`config.mk`:
```
export PLATFORM = sky130hd
export DESIGN_NAME = rlb_branch_unit
export DESIGN_NICKNAME = d
export VERILOG_FILES = /design/src/common/rlb_pkg.sv /design/src/common/rlb_if.sv /design/src/hdl/rlb_operand_shaper.sv /design/src/hdl/rlb_branch_unit.sv
export SDC_FILE = /design/constraint.sdc
export NUM_CORES = 1
export LEC_CHECK = 0
export ABC_AREA = 1
export BUFFER_PORTS_ARGS = -buffer_cell sky130_fd_sc_hd__buf_4
export CAP_MARGIN = 30
export CORE_MARGIN = 2
export CORE_UTILIZATION = 55
export DETAILED_ROUTE_END_ITERATION = 6
export PLACE_DENSITY = 0.8
export SETUP_SLACK_MARGIN = 0.4
export SLEW_MARGIN = 20
export SYNTH_ARGS = -nofsm -noshare
export SYNTH_HDL_FRONTEND = slang
export SYNTH_SLANG_ARGS = --single-unit
```
`constraint.sdc`:
```
create_clock -name mclk_in -period 2.6 [get_ports mclk_in]
set_input_delay 0 -clock mclk_in [delete_from_list [all_inputs] [get_ports mclk_in]]
set_output_delay 0 -clock mclk_in [all_outputs]
set_load 0.01 [all_outputs]
```
`src/common/rlb_pkg.sv`:
```
package rlb_pkg;

  // ---------------------------------------------------------------------------
  // Widths and field positions
  // ---------------------------------------------------------------------------
  localparam int RLB_PC_W = 16;
  localparam int RLB_DATA_W = 8;
  localparam int RLB_REG_SEL_W = 5;
  localparam int RLB_FLAG_W = 4;
  localparam int RLB_BANK_W = 2;
  // Stack word: pc, flags, irq enable, bank selections.
  localparam int RLB_STACK_W = RLB_PC_W + RLB_FLAG_W + 1 + RLB_BANK_W;

  // Instruction field positions.
  localparam int RLB_DISP_LSB = 0;
  localparam int RLB_RS_LSB = 0;
  localparam int RLB_POS_LSB = 4;
  localparam int RLB_STATE_BIT = 7;
  localparam int RLB_ROT_LSB = 4;
  localparam int RLB_MASK_LSB = 7;

  // Reset values.
  localparam logic [RLB_PC_W-1:0] RLB_PC_RESET = 16'h0000;

  // Operations that the decoder front end hands to this unit.
  typedef enum logic [2:0] {
    RLB_OP_NONE,
    RLB_OP_REL_IMM,
    RLB_OP_REL_REG,
    RLB_OP_TABLE,
    RLB_OP_CALL_COND,
    RLB_OP_CALL_ALWAYS
  } rlb_op_t;

endpackage

```
`src/common/rlb_if.sv`:
```
`timescale 1ns/1ps
// Carries the register-file read request and the returned operand.
interface rlb_if;
  logic [4:0] sel;
  logic [7:0] data;
  modport ctrl (output sel, input data);
  modport file (input sel, output data);
endinterface

```
`src/hdl/rlb_operand_shaper.sv`:
```
`timescale 1ns/1ps
// -----------------------------------------------------------------------------
// Operand shaping: rotate, mask and bit select, registered.
// -----------------------------------------------------------------------------
module rlb_operand_shaper
  import rlb_pkg::*;
(
  // Clock and reset.
  input wire logic mclk_in,
  input wire logic rst_n_in,
  // Operand and controls.
  input wire logic [7:0] src_in,
  input wire logic [2:0] rot_in,
  input wire logic [2:0] mask_in,
  input wire logic [2:0] pos_in,
  // Registered results.
  output logic [7:0] table_disp_out,
  output logic bit_out
);

  typedef struct packed {
    logic [7:0] disp;
    logic bit_val;
  } rlb_shape_t;

  rlb_shape_t state_reg;
  rlb_shape_t state_next;
  logic [15:0] doubled;
  logic [7:0] rotated;
  logic [7:0] keep;

  // Rotation by doubling the byte, so b of zero leaves the copy untouched.
  always_comb begin
    doubled = {src_in, src_in};
    rotated = doubled[rot_in +: 8];
    // Clear the top m bits and always the least significant bit.
    keep = (8'hff >> mask_in) & 8'hfe;
    state_next.disp = rotated & keep;
    state_next.bit_val = src_in[pos_in];
  end

  // Results are registered so the main unit sees stable operands.
  always_ff @(posedge mclk_in) begin
    if (!rst_n_in) begin
      state_reg <= '0;
    end else begin
      state_reg <= state_next;
    end
  end

  assign table_disp_out = state_reg.disp;
  assign bit_out = state_reg.bit_val;
endmodule

```
`src/hdl/rlb_branch_unit.sv`:
```
`timescale 1ns/1ps
// Notes on behaviour
// - Immediate jump adds sign-extended displacement to pc.
// - Register jump adds sign-extended register contents.
// - Relative reach is +127 to -128 words.
// - Base pc is the following instruction address.
// - Table jump rotates a copy right b places.
// - Then clears top m bits and lsb.
// - Table displacement lsb is always zero.
// - Sign extend, add; reach +126 to -128.
// - Source register may be any active register; table jumps and bit calls tie select bit 4 to bit 0 of b or p.
// - Call on bit match pushes full context.
// - Taken call loads the 16-bit absolute address.
// - Bit position selects bit 0 to 7.
// - Unconditional call always pushes and loads in the same cycle.
// -----------------------------------------------------------------------------
// Branch unit: relative jumps, table jump and long calls.
// -----------------------------------------------------------------------------
module rlb_branch_unit
  import rlb_pkg::*;
(
  // Clock and reset.
  input wire logic mclk_in,
  input wire logic rst_n_in,
  // Instruction request from the decoder.
  input wire logic start_in,
  input wire rlb_op_t op_in,
  input wire logic [7:0] low_byte_in,
  input wire logic [15:0] target_in,
  input wire logic [15:0] next_pc_in,
  // Context to be saved by calls.
  input wire logic [3:0] alu_flags_in,
  input wire logic global_irq_enable_bit_in,
  input wire logic [1:0] bank_sel_in,
  // Register file read port.
  output logic [4:0] src_sel_out,
  input wire logic [7:0] src_data_in,
  // Results.
  output logic pc_load_out,
  output logic [15:0] pc_out,
  output logic push_out,
  output logic [RLB_STACK_W-1:0] push_word_out,
  output logic busy_out,
  output logic done_out
);

  // ---------------------------------------------------------------------------
  // State
  // ---------------------------------------------------------------------------
  typedef enum logic [1:0] {
    RLB_IDLE,
    RLB_FETCH,
    RLB_SHAPE,
    RLB_EXEC
  } rlb_fsm_t;

  typedef struct packed {
    rlb_fsm_t fsm;
    rlb_op_t op;
    logic [7:0] low;
    logic [15:0] target;
    logic [15:0] base;
    logic [RLB_STACK_W-1:0] ctx;
    logic [4:0] sel;
    logic pc_load;
    logic [15:0] pc;
    logic push;
    logic [RLB_STACK_W-1:0] push_word;
    logic done;
    logic busy;
  } rlb_state_t;

  // One registered copy of all state and its next value.
  rlb_state_t state_reg;
  rlb_state_t state_next;

  // Register operand travels through the interface to the shaper path.
  rlb_if rf ();
  logic [7:0] table_disp;
  logic tested_bit;

  assign rf.sel = state_reg.sel;
  assign rf.data = src_data_in;

  // Sign extension of an 8-bit displacement, used by every relative form.
  function automatic logic [15:0] rlb_sext(input logic [7:0] d);
    rlb_sext = {{8{d[7]}}, d};
  endfunction

  rlb_operand_shaper u_shaper (
    .mclk_in(mclk_in),
    .rst_n_in(rst_n_in),
    .src_in(rf.data),
    .rot_in(state_reg.low[RLB_ROT_LSB +: 3]),
    .mask_in(state_reg.target[2:0]),
    .pos_in(state_reg.low[RLB_POS_LSB +: 3]),
    .table_disp_out(table_disp),
    .bit_out(tested_bit)
  );

  // ---------------------------------------------------------------------------
  // Next-state logic
  // ---------------------------------------------------------------------------
  // The mask field m sits above the rotate field; the decoder passes m in
  // target_in[2:0] for table jumps so low_byte_in keeps b and source_reg.
  always_comb begin
    state_next = state_reg;
    state_next.pc_load = 1'b0;
    state_next.push = 1'b0;
    state_next.done = 1'b0;
    unique case (state_reg.fsm)
      RLB_IDLE: begin
        // Idle: latch the whole request so the inputs may move on at once.
        if (start_in && op_in != RLB_OP_NONE) begin
          state_next.op = op_in;
          state_next.low = low_byte_in;
          state_next.target = target_in;
          state_next.base = next_pc_in;
          // Context snapshot; stored only, never altered here.
          state_next.ctx = {next_pc_in, alu_flags_in, global_irq_enable_bit_in, bank_sel_in};
          // Limitation: the select shares bit 4 with the b and p fields.
          state_next.sel = low_byte_in[RLB_RS_LSB +: 5];
          // Immediate jumps and unconditional calls need no register read.
          if (op_in == RLB_OP_REL_IMM) begin
            state_next.fsm = RLB_EXEC;
          end else if (op_in == RLB_OP_CALL_ALWAYS) begin
            state_next.fsm = RLB_EXEC;
          end else begin
            state_next.fsm = RLB_FETCH;
          end
        end
      end
      RLB_FETCH: begin
        // One cycle for the register read, one for the shaper register.
        state_next.fsm = RLB_SHAPE;
      end
      RLB_SHAPE: begin
        // The shaper's registered result is valid from this cycle on.
        state_next.fsm = RLB_EXEC;
      end
      RLB_EXEC: begin
        // Every form ends here with exactly one done pulse.
        state_next.fsm = RLB_IDLE;
        state_next.done = 1'b1;
        unique case (state_reg.op)
          RLB_OP_REL_IMM: begin
            // The displacement is the immediate byte itself.
            state_next.pc_load = 1'b1;
            state_next.pc = state_reg.base + rlb_sext(state_reg.low);
          end
          RLB_OP_REL_REG: begin
            // The file still holds the register contents in this cycle.
            state_next.pc_load = 1'b1;
            state_next.pc = state_reg.base + rlb_sext(src_data_in);
          end
          RLB_OP_TABLE: begin
            // A rotated and masked copy; the register itself is untouched.
            state_next.pc_load = 1'b1;
            state_next.pc = state_reg.base + rlb_sext(table_disp);
          end
          RLB_OP_CALL_COND: begin
            // Match pushes and jumps; mismatch simply falls through.
            if (tested_bit == state_reg.low[RLB_STATE_BIT]) begin
              state_next.push = 1'b1;
              state_next.push_word = state_reg.ctx;
              state_next.pc_load = 1'b1;
              state_next.pc = state_reg.target;
            end
          end
          RLB_OP_CALL_ALWAYS: begin
            // Push and load together; the stack takes one whole word.
            state_next.push = 1'b1;
            state_next.push_word = state_reg.ctx;
            state_next.pc_load = 1'b1;
            state_next.pc = state_reg.target;
          end
          default: begin
            // Illegal codes do nothing but end the request.
            state_next.pc_load = 1'b0;
          end
        endcase
      end
    endcase
    // Busy is registered so the output leaves a flip-flop directly.
    state_next.busy = (state_next.fsm != RLB_IDLE);
  end

  // State register; synchronous reset returns to idle with nothing pending.
  always_ff @(posedge mclk_in) begin
    if (!rst_n_in) begin
      // Clear every field, then name the idle state and the reset pc outright.
      state_reg <= '0;
      state_reg.fsm <= RLB_IDLE;
      state_reg.op <= RLB_OP_NONE;
      state_reg.pc <= RLB_PC_RESET;
    end else begin
      state_reg <= state_next;
    end
  end

  // ---------------------------------------------------------------------------
  // Outputs, all from flip-flops
  // ---------------------------------------------------------------------------
  assign src_sel_out = state_reg.sel;
  assign pc_load_out = state_reg.pc_load;
  assign pc_out = state_reg.pc;
  assign push_out = state_reg.push;
  assign push_word_out = state_reg.push_word;
  // A request made while busy is dropped without a sign; callers wait for done.
  assign busy_out = state_reg.busy;
  assign done_out = state_reg.done;
endmodule

```
# Yosys cells after proc, flatten, opt, wreduce, memory -nomap -nowiden
# Index checks and enable logic that the tools add are counted.
[classes]
n_bitwise = 1
addsub = 3
n_eq_ne = 12
muxes = 11
n_reduce_logical = 11
div = 0
order_cmp = 1
multipliers = 0
shift = 2
[op_table]
columns = ["op", "n"]
rows = [
  ["16-bit case mux with 5 select lines", 1],
  ["73-bit 2-to-1 mux", 1],
  ["16-bit adder", 3],
  ["24-bit case mux with 2 select lines", 1],
  ["41-bit 2-to-1 mux", 1],
  ["16-bit by 4-bit indexed part select with 8-bit output", 1],
  ["3-bit == test (second input constant)", 3],
  ["8-bit bitwise AND", 1],
  ["2-bit case mux with 4 select lines", 1],
  ["8-bit by 3-bit right shift with 8-bit output (first input constant)", 1],
  ["3-bit by 1-bit == test with 1-bit output (second input constant)", 2],
  ["3-bit by 2-bit == test with 1-bit output (second input constant)", 2],
  ["3-bit AND reduction", 2],
  ["5-bit nonzero test", 1],
  ["2-bit == test (second input constant)", 2],
  ["3-bit by 4-bit less-than comparator with 1-bit output (second input constant)", 1],
  ["2-bit 2-to-1 mux", 2],
  ["2-bit AND reduction", 2],
  ["2-bit nonzero test", 2],
  ["4-bit OR reduction", 1],
  ["1-bit binary-select mux with 3-bit select", 1],
  ["3-bit nonzero test", 1],
  ["2-bit by 1-bit == test with 1-bit output (second input constant)", 1],
  ["2-bit logical NOT", 1],
  ["5 further kinds", 6],
]
[word_totals]
ramBits = 0
regBits = 125
out_inout_bits = 48
memories = 0
latchBits = 0
rom_bits = 0
in_bits = 61

# Depth between registers and ports, before layout
# Gate-level depths: netlist (run 1).
[depth]
word_depth = 6
mapped_depth = 18

# Hierarchy
# A second synthesis (run 1) with hierarchy kept.
[hier_totals]
hier_cells = 803
hier_area_um2 = 5695.5
[by_module_without_submodules]
columns = ["mod", "instances", "cells_per_inst", "seq_area_each_um2", "area_each_um2"]
rows = [
  ["rlb_branch_unit", 1, 687, 1901.8, 5062.4],
  ["rlb_operand_shaper", 1, 116, 160.2, 633.1],
]

# Least setup slack after synthesis (run 1)
# OpenSTA, ideal clock, no wires.
[synth_timing]
kind = "reg-to-reg"
startpoint = "register state_reg[113] (netlist name)"
endpoint = "register state_reg (netlist bit pc_out[14])"
arrival_ps = 2222
path_slack_ps = 308
path_buffers = 2
stages_incl_launch_ff = 17
setup_ps = 70
path_cell_list = "dfxtp_1 > buf_4 > inv_2 > nand2_1 > buf_2 > nor2_1 > a221oi_1 > fa_1 > nand2_1 > nand2_1 > nand3b_1 > nand2_1 > nand2_1 > nand2_1 > nand2_1 > nand3_1 > a21oi_1"
[synth_via]
elab_chain_cells = 3
[synth_lines]
columns = ["item", "line", "rtl"]
rows = [
  ["from (decl)", "rlb_branch_unit.sv:74", "rlb_state_t state_reg;"],
  ["from (signal assigned)", "rlb_branch_unit.sv:197", "state_reg <= state_next;"],
  ["3-bit == test (tied with other cells)", "rlb_branch_unit.sv:145", "unique case (state_reg.op)"],
  ["5-bit nonzero test (no line) / 2-bit != test (equally long branches)", "--", ""],
  ["3-bit AND reduction (no line)", "--", ""],
]
# Parallel ways exist; a longest one is shown, timed or not.
# A chain may end at the register's enable or synchronous reset.

# Worst setup path in the final report (run 1)
[layout_timing]
startpoint = "register state_reg[113] (netlist name)"
endpoint = "register state_reg (netlist bit pc_out[15])"
# Same word-level chain as after synthesis.

==> impl_metrics.ini, run 1 <==
[global_route]
first_global_vias = 4957
wire_length_of_the_first_global_routing_pass_um = 22750
grt_start_max_net_pins = 81
number_of_antenna_violations_at_the_first_check_in_global_routing = 0
gr-total-overflow = 0
grtUsageTotal = 0.2771

[clock_tree]
cts_inserted_buffers = 9
tritoncts_clock_tree = built
cts.path.max_buffers = 2
worst_skew_pair.late_latency_ns = 0.37
clock-root-buffer = sky130_fd_sc_hd__clkbuf_8
cts.clk_slew.worst_paths_ns = 0.10
cts.sink_count = 103
cts_max_level = 3

[final_layout]
largest_register_ff_count = 52
antenna_cells_inserted = 0
final_core_util = 0.7646
syn2layout_area_growth_pct = 34.24
fraction_of_layout_instances_using_a_drive_strength_above_1 = 0.2758
final-instance-count-excl-fill = 981
number_of_nets_in_the_final_layout = 929

[timing]
fmax_mhz = 453.3
fin_worst_skew_ns = 0.009783
hold_viol_final = 0
postLayoutSetupSlackWorst_ns = 0.3937
setup_viol = 0
maxSlewViolCount = 0
tightest_slew_ns = 0.6647
grt_setup_unrepaired = yes
min_period_over_period = 0.8486
finalCriticalPeriod_ns = 2.206
max_transition_margin = 0.5569
hold-worst-slack_ns = 0.08947

[synthesis]
synth_cell_types = 38
synth_seq_area_share = 0.3881
yosys_register_bits = 103
synthesis.area_per_instance_um2 = 7.258
mappedNetlistNets = 813
synth.yosys.warnings = 0
synthesis.instances = 732
synthesis.area_um2 = 5313

[pwr]
power.total_uw = 4109
cellPowerDensity_nw_per_um2 = 576.2
peakVddDrop_v = 0.0003116
leakage_power_figure_uw = 0.003199

[route]
drt_wl_total_um = 14970
drtAntennaViolNets = 0
drt_pre_antenna_iters = 5
detailedRoute.firstIterationViolations = 218
vias = 5228
detail_route.vias_per_cell = 5.329
drc_violation_count_after_routing = 0
drt-wirelength-per-cell_um = 15.26

[die]
number_of_rows_in_the_core_area = 35
initial_core_util = 0.5696
die-height_um = 102.3
ios = 109
floorplan.die_area_um2 = 10460
fp.dieW_um = 102.3
core-area_um2 = 9328

[worst_setup_path]
end_kind = flip-flop
timing.critical_path.fanout_max = 6
worstSetupPathType = reg -> reg
start_kind = flip-flop
critical_path_required_ns = 2.91
timing.critical_path.slowest_cell_delay_ns = 0.36
arrival_ns = 2.52
timing.critical_path.slowest_stage_cell = sky130_fd_sc_hd__a221oi_4
timing.critical_path.cells = inv_2 > nand2_4 > buf_4 > a221oi_4 > ha_4 > nand2_1 > nand2_2 > a21oi_2 > nand2_2 > nand2_2 > nand2_1 > nand2_1 > nand3_1 > a21oi_2

[hold_path]
hp_class = in -> reg

[placement]
port_buffers = 108
dp_cells = 899
pre_cts_slack_ns = -0.1046
dp.final_hpwl_um = 9757
finalWeightedCongestion = 0.9348

[run]
maxCapViolCount = 0

[status]
outcome = finished, final reports clean
==> layer usage <==
metal / track usage / share of wire / vias up
met1: 0.3192 / 0.41 / 2441
met5: 0 / 0 / -
met4: 0.09949 / 0.024 / 0
met2: 0.5182 / 0.53 / 148
met3: 0.04104 / 0.037 / 30
li1: - / - / 2609
==> per-stage QoR <==
| step | instance area [um2] | TNS (ns) |
|---|---|---|
| final | 7132 | 0 |
| after global placement | 5857 | -0.03050 |
| after detailed placement | 5857 | -0.1262 |
| after floorplan | 5315 | 0 |
| after global routing | 7132 | 0 |
| after CTS | 6714 | 0 |
==> repair_timing <==
item / 4_1_cts / 5_1_grt
hold endpoints to repair: 50 / 0
hold buffers: 50 / 0
gates resized for setup: 31 / 67
endpoints found under the setup margin: 12 / 12
setup buffers: 4 / 13
pin swaps: 7 / 34
==> where the power goes <==
group          internal, uW  total [uW]  switching (uW)
combinational           625        1400             772
sequential             1700        1790            91.8
clock                   344         919             575
==> synthesized netlist by cell type, drive strengths merged <==
library cell | n | share of area
nor3 | 7 | 0.0066
a211oi | 2 | 0.0028
clkbuf | 19 | 0.013
mux2i | 2 | 0.0038
a31oi | 5 | 0.0059
clkinv | 2 | 0.0014
nor2 | 26 | 0.025
a21boi | 2 | 0.0028
nand3b | 5 | 0.0071
nand4 | 3 | 0.0035
buf | 58 | 0.081
nand3 | 23 | 0.023
o22ai | 1 | 0.0012
a21oi | 123 | 0.12
nand2 | 137 | 0.098
ha | 19 | 0.045
or2 | 1 | 0.0012
inv | 84 | 0.060
fa | 1 | 0.0038
dfxtp | 103 | 0.39
nor3b | 1 | 0.0014
and2 | 1 | 0.0012
xor2 | 2 | 0.0033
o21ai | 99 | 0.093
a221oi | 6 | 0.0099
==> cell families (layout without fill, tap and decap cells) <==
| kind of cell | Yosys count | after routing | share of synthesized area |
|---|---|---|---|
| AOI/OAI and AO/OA | 238 | 238 | 0.2339 |
| and+or+nand+nor | 204 | 204 | 0.1665 |
| adders and majority gates | 20 | 20 | 0.04852 |
| xor gates and xnor gates | 2 | 2 | 0.003298 |
| DFF | 103 | 103 | 0.3881 |
| muxes | 2 | 2 | 0.003768 |
| buffers and inverters | 163 | 283 | 0.1559 |
==> critical path, delay by kind of cell, from the launching register on <==
family                   cells  cell delay, ns
AO/OA/AOI/OAI                3            0.62
adder cells (fa/ha/maj)      1            0.27
buffers and inverters        2            0.25
flip-flops                   1            0.33
AND/OR/NAND/NOR              8            0.67
==> worst paths after layout <==
path	end	start	slack, ns	depth (start not counted)
min	state_reg[114]	start_in	0.09	5
max reg2reg	pc_out[15]	state_reg[113]	0.39	14
min reg2reg	state_reg[53]	state_reg[53]	0.46	2
max	pc_out[15]	state_reg[113]	0.39	14
==> final cells by class <==
cell class / count / area [um2]
Clock buffer: 10 / 127.6
Clock inverter: 5 / 36.28
Fill cell: 665 / 2196
Inverter: 86 / 335.3
Multi-Input combinational cell: 466 / 2888
Sequential cell: 103 / 2072
Tap cell: 129 / 161.4
Timing Repair Buffer: 182 / 1511
==> cells in the final DEF (no fill, tap or decap), types with 3 or more instances in the layout <==
cell type                       Yosys  final
sky130_fd_sc_hd__o21ai_0           92     89
sky130_fd_sc_hd__nand2_4            1      4
sky130_fd_sc_hd__dfxtp_1          103     99
sky130_fd_sc_hd__nand3b_1           5      5
sky130_fd_sc_hd__inv_1             80     78
sky130_fd_sc_hd__nand4_1            3      3
sky130_fd_sc_hd__nand3_1           22     15
sky130_fd_sc_hd__nand2_1          136    116
sky130_fd_sc_hd__nand3_2            1      6
sky130_fd_sc_hd__nor3_2             0      5
sky130_fd_sc_hd__a221oi_4           0      4
sky130_fd_sc_hd__o21ai_1            7      8
sky130_fd_sc_hd__a21oi_2            3     13
sky130_fd_sc_hd__ha_1              19      5
sky130_fd_sc_hd__clkinvlp_4         0      3
sky130_fd_sc_hd__a21oi_1          120    110
sky130_fd_sc_hd__dlygate4sd3_1      0     50
sky130_fd_sc_hd__a31oi_1            5      5
sky130_fd_sc_hd__nor2_4             2      6
sky130_fd_sc_hd__clkbuf_8           0      9
sky130_fd_sc_hd__ha_4               0     13
sky130_fd_sc_hd__buf_4             47    129
sky130_fd_sc_hd__nor2_1            22     18
sky130_fd_sc_hd__nand2_2            0     17
sky130_fd_sc_hd__inv_2              3      4
Note: power is estimated with default switching activity, not from simulation.
==> inputs of run 2 (changes only) <==
clock period = 2.1 ns   (was 2.6 ns; I/O delays follow)
==> run 2 against run 1 <==
  * The run now ends with setup timing left
  * Hold slack lost 0.020 ns
  * Sequential power up 25%
  * First-iteration DRC count up 78%
  * Register-to-register slack worse by 0.70 ns
  * Cell count increased by 3.7%
  * Die area stayed put
  * Final area rose by 5.6%
  * Critical endpoint is now pc_out[7]
  * Largest cell class unchanged
  * Highest routed layer unchanged
==> impl_metrics.ini, run 2 (synthesis results as in run 1) <==
[status]
outcome = complete, but fails checks
failed_checks = setup timing

[worst_setup_path]
start_kind = flip-flop
timing.critical_path.fanout_max = 8
timing.critical_path.cells = inv_4 > nand2_8 > nor2_4 > buf_6 > a221oi_4 > a21oi_2 > ha_4 > nand2_1 > nand2_2 > a21oi_2 > nand2_2 > a21oi_2 > o21ai_1 > a21oi_1
arrival_ns = 2.71
critical_path_required_ns = 2.41
end_kind = flip-flop
timing.critical_path.slowest_stage_cell = sky130_fd_sc_hd__dfxtp_4
worstSetupPathType = reg -> reg
timing.critical_path.slowest_cell_delay_ns = 0.40
cp_common_cell = sky130_fd_sc_hd__a21oi_2

[die]
die-height_um = 102.3
core-area_um2 = 9328
initial_core_util = 0.5696
number_of_rows_in_the_core_area = 35
floorplan.die_area_um2 = 10460
fp.dieW_um = 102.3
ios = 109

[clock_tree]
cts.path.max_buffers = 2
clock-root-buffer = sky130_fd_sc_hd__clkbuf_8
cts.clk_slew.worst_paths_ns = 0.10
tritoncts_clock_tree = built
worst_skew_pair.late_latency_ns = 0.38
cts.sink_count = 103
cts_max_level = 3
cts_inserted_buffers = 9

[route]
detail_route.vias_per_cell = 5.718
drtAntennaViolNets = 0
drt_wl_total_um = 18130
detailedRoute.firstIterationViolations = 388
vias = 5815
drt-wirelength-per-cell_um = 17.83
drc_violation_count_after_routing = 0
drt_pre_antenna_iters = 5

[timing]
setup_tns_ns = -1.970
hold_viol_final = 0
max_transition_margin = 0.6735
finalCriticalPeriod_ns = 2.402
fmax_mhz = 416.3
setup_viol = 12
fin_worst_skew_ns = 0.01712
min_period_over_period = 1.144
tightest_slew_ns = 0.4897
grt_setup_unrepaired = yes
maxSlewViolCount = 0
postLayoutSetupSlackWorst_ns = -0.3022

[final_layout]
antenna_cells_inserted = 0
syn2layout_area_growth_pct = 41.71
fraction_of_layout_instances_using_a_drive_strength_above_1 = 0.3097
number_of_nets_in_the_final_layout = 965
most-common-layout-cells = sky130_fd_sc_hd__buf_4, sky130_fd_sc_hd__nand2_1, sky130_fd_sc_hd__a21oi_1, sky130_fd_sc_hd__dfxtp_1, sky130_fd_sc_hd__o21ai_0
layout.cells.most_common = sky130_fd_sc_hd__buf_4
largest_register_ff_count = 52
final_core_util = 0.8071

[hold_path]
hp_class = in -> reg

[pwr]
leakage_power_figure_uw = 0.003398
cellPowerDensity_nw_per_um2 = 713.5
power.total_uw = 5371
peakVddDrop_v = 0.0004101

[global_route]
gr-total-overflow = 0
grt_start_max_net_pins = 87
globalRoute.busiestLayer = met2
first_global_vias = 5322
number_of_antenna_violations_at_the_first_check_in_global_routing = 0
wire_length_of_the_first_global_routing_pass_um = 23650
grtUsageMet1 = 0.3205
grt_use_met2 = 0.5213
met3_usage = 0.05814
grtUsageTotal = 0.2862

[run]
maxCapViolCount = 0

[placement]
port_buffers = 108
dp.final_hpwl_um = 9545
finalWeightedCongestion = 0.9228
==> run 2: changes by cell type in the layout (fill, tap and decap cells not counted), moves of 2 or more <==
| cell | change |
|---|---|
| sky130_fd_sc_hd__o21ai_0 | -4 |
| sky130_fd_sc_hd__o21ai_1 | +6 |
| sky130_fd_sc_hd__nor2_1 | -2 |
| sky130_fd_sc_hd__o21ai_2 | -2 |
| sky130_fd_sc_hd__clkbuf_16 | +4 |
| sky130_fd_sc_hd__nand2_2 | -2 |
| sky130_fd_sc_hd__inv_1 | -3 |
| sky130_fd_sc_hd__nor2_2 | +3 |
| sky130_fd_sc_hd__inv_6 | +2 |
| sky130_fd_sc_hd__buf_4 | +30 |
| sky130_fd_sc_hd__nor3_1 | -2 |
==> run 2: timing repair <==
item,in CTS,in global routing
buffers inserted,9,9
endpoints found under the setup margin,15,39
resized for setup,43,55
gates cloned,0,4
pin swaps,24,14
hold buffers,51,0
hold endpoints to repair,52,0
==> run 2: per-stage QoR <==
| stage | hold WS [ns] | setup slack (ns) | instances | area, um2 |
|---|---|---|---|---|
| after global routing | 0.1338 | -0.3960 | 1017 | 7528 |
| after floorplan | 0.1371 | 0.03332 | 732 | 5368 |
| after detailed placement | 0.2619 | -0.1402 | 929 | 6137 |
| final | 0.06975 | -0.3022 | 1017 | 7528 |
| after CTS | 0.06294 | -0.03862 | 1004 | 7094 |
| after global placement | 0.2548 | -0.1183 | 929 | 6137 |
==> run 2: worst paths after layout <==
kind                   from  slack (ns)          endpoint  cells after the start
min                start_in        0.07    state_reg[114]                      5
max reg2reg  state_reg[113]       -0.30         pc_out[7]                     14
max          state_reg[113]       -0.30         pc_out[7]                     14
min reg2reg   state_reg[53]        0.46  push_word_out[5]                      2
==> run 2: report_power, final <==
part	total, uW	leakage (uW)	internal [uW]	switching (uW)
Clock	1140	0.0000760	433	704
Sequential	2230	0.000844	2100	125
Combinational	2000	0.00248	906	1100
Total	5370	0.00340	3440	1930
==> run 2: area by class of cell <==
class,instances,area [um2]
multi-input combinational,466,2920
sequential,103,2071
timing repair buffer,218,1867
fill,572,1799
inverter,86,345.3
tap,129,161.4
clock buffer,11,131.4
clock inverter,4,32.53
==> run 2: critical path, delay by kind of cell, from the launching register on <==
family	cells	cell delay (ns)
AO/OA/AOI/OAI	6	1.07
AND/OR/NAND/NOR	5	0.46
flip-flops	1	0.40
adder cells (fa/ha/maj)	1	0.20
buffers and inverters	2	0.19
==> run 2: metal layers <==
layer | vias up | wire, um
li1 | 2688 | -
met1 | 2731 | 6953
met2 | 300 | 8974
met3 | 96 | 1254
met4 | 0 | 952
met5 | - | 0
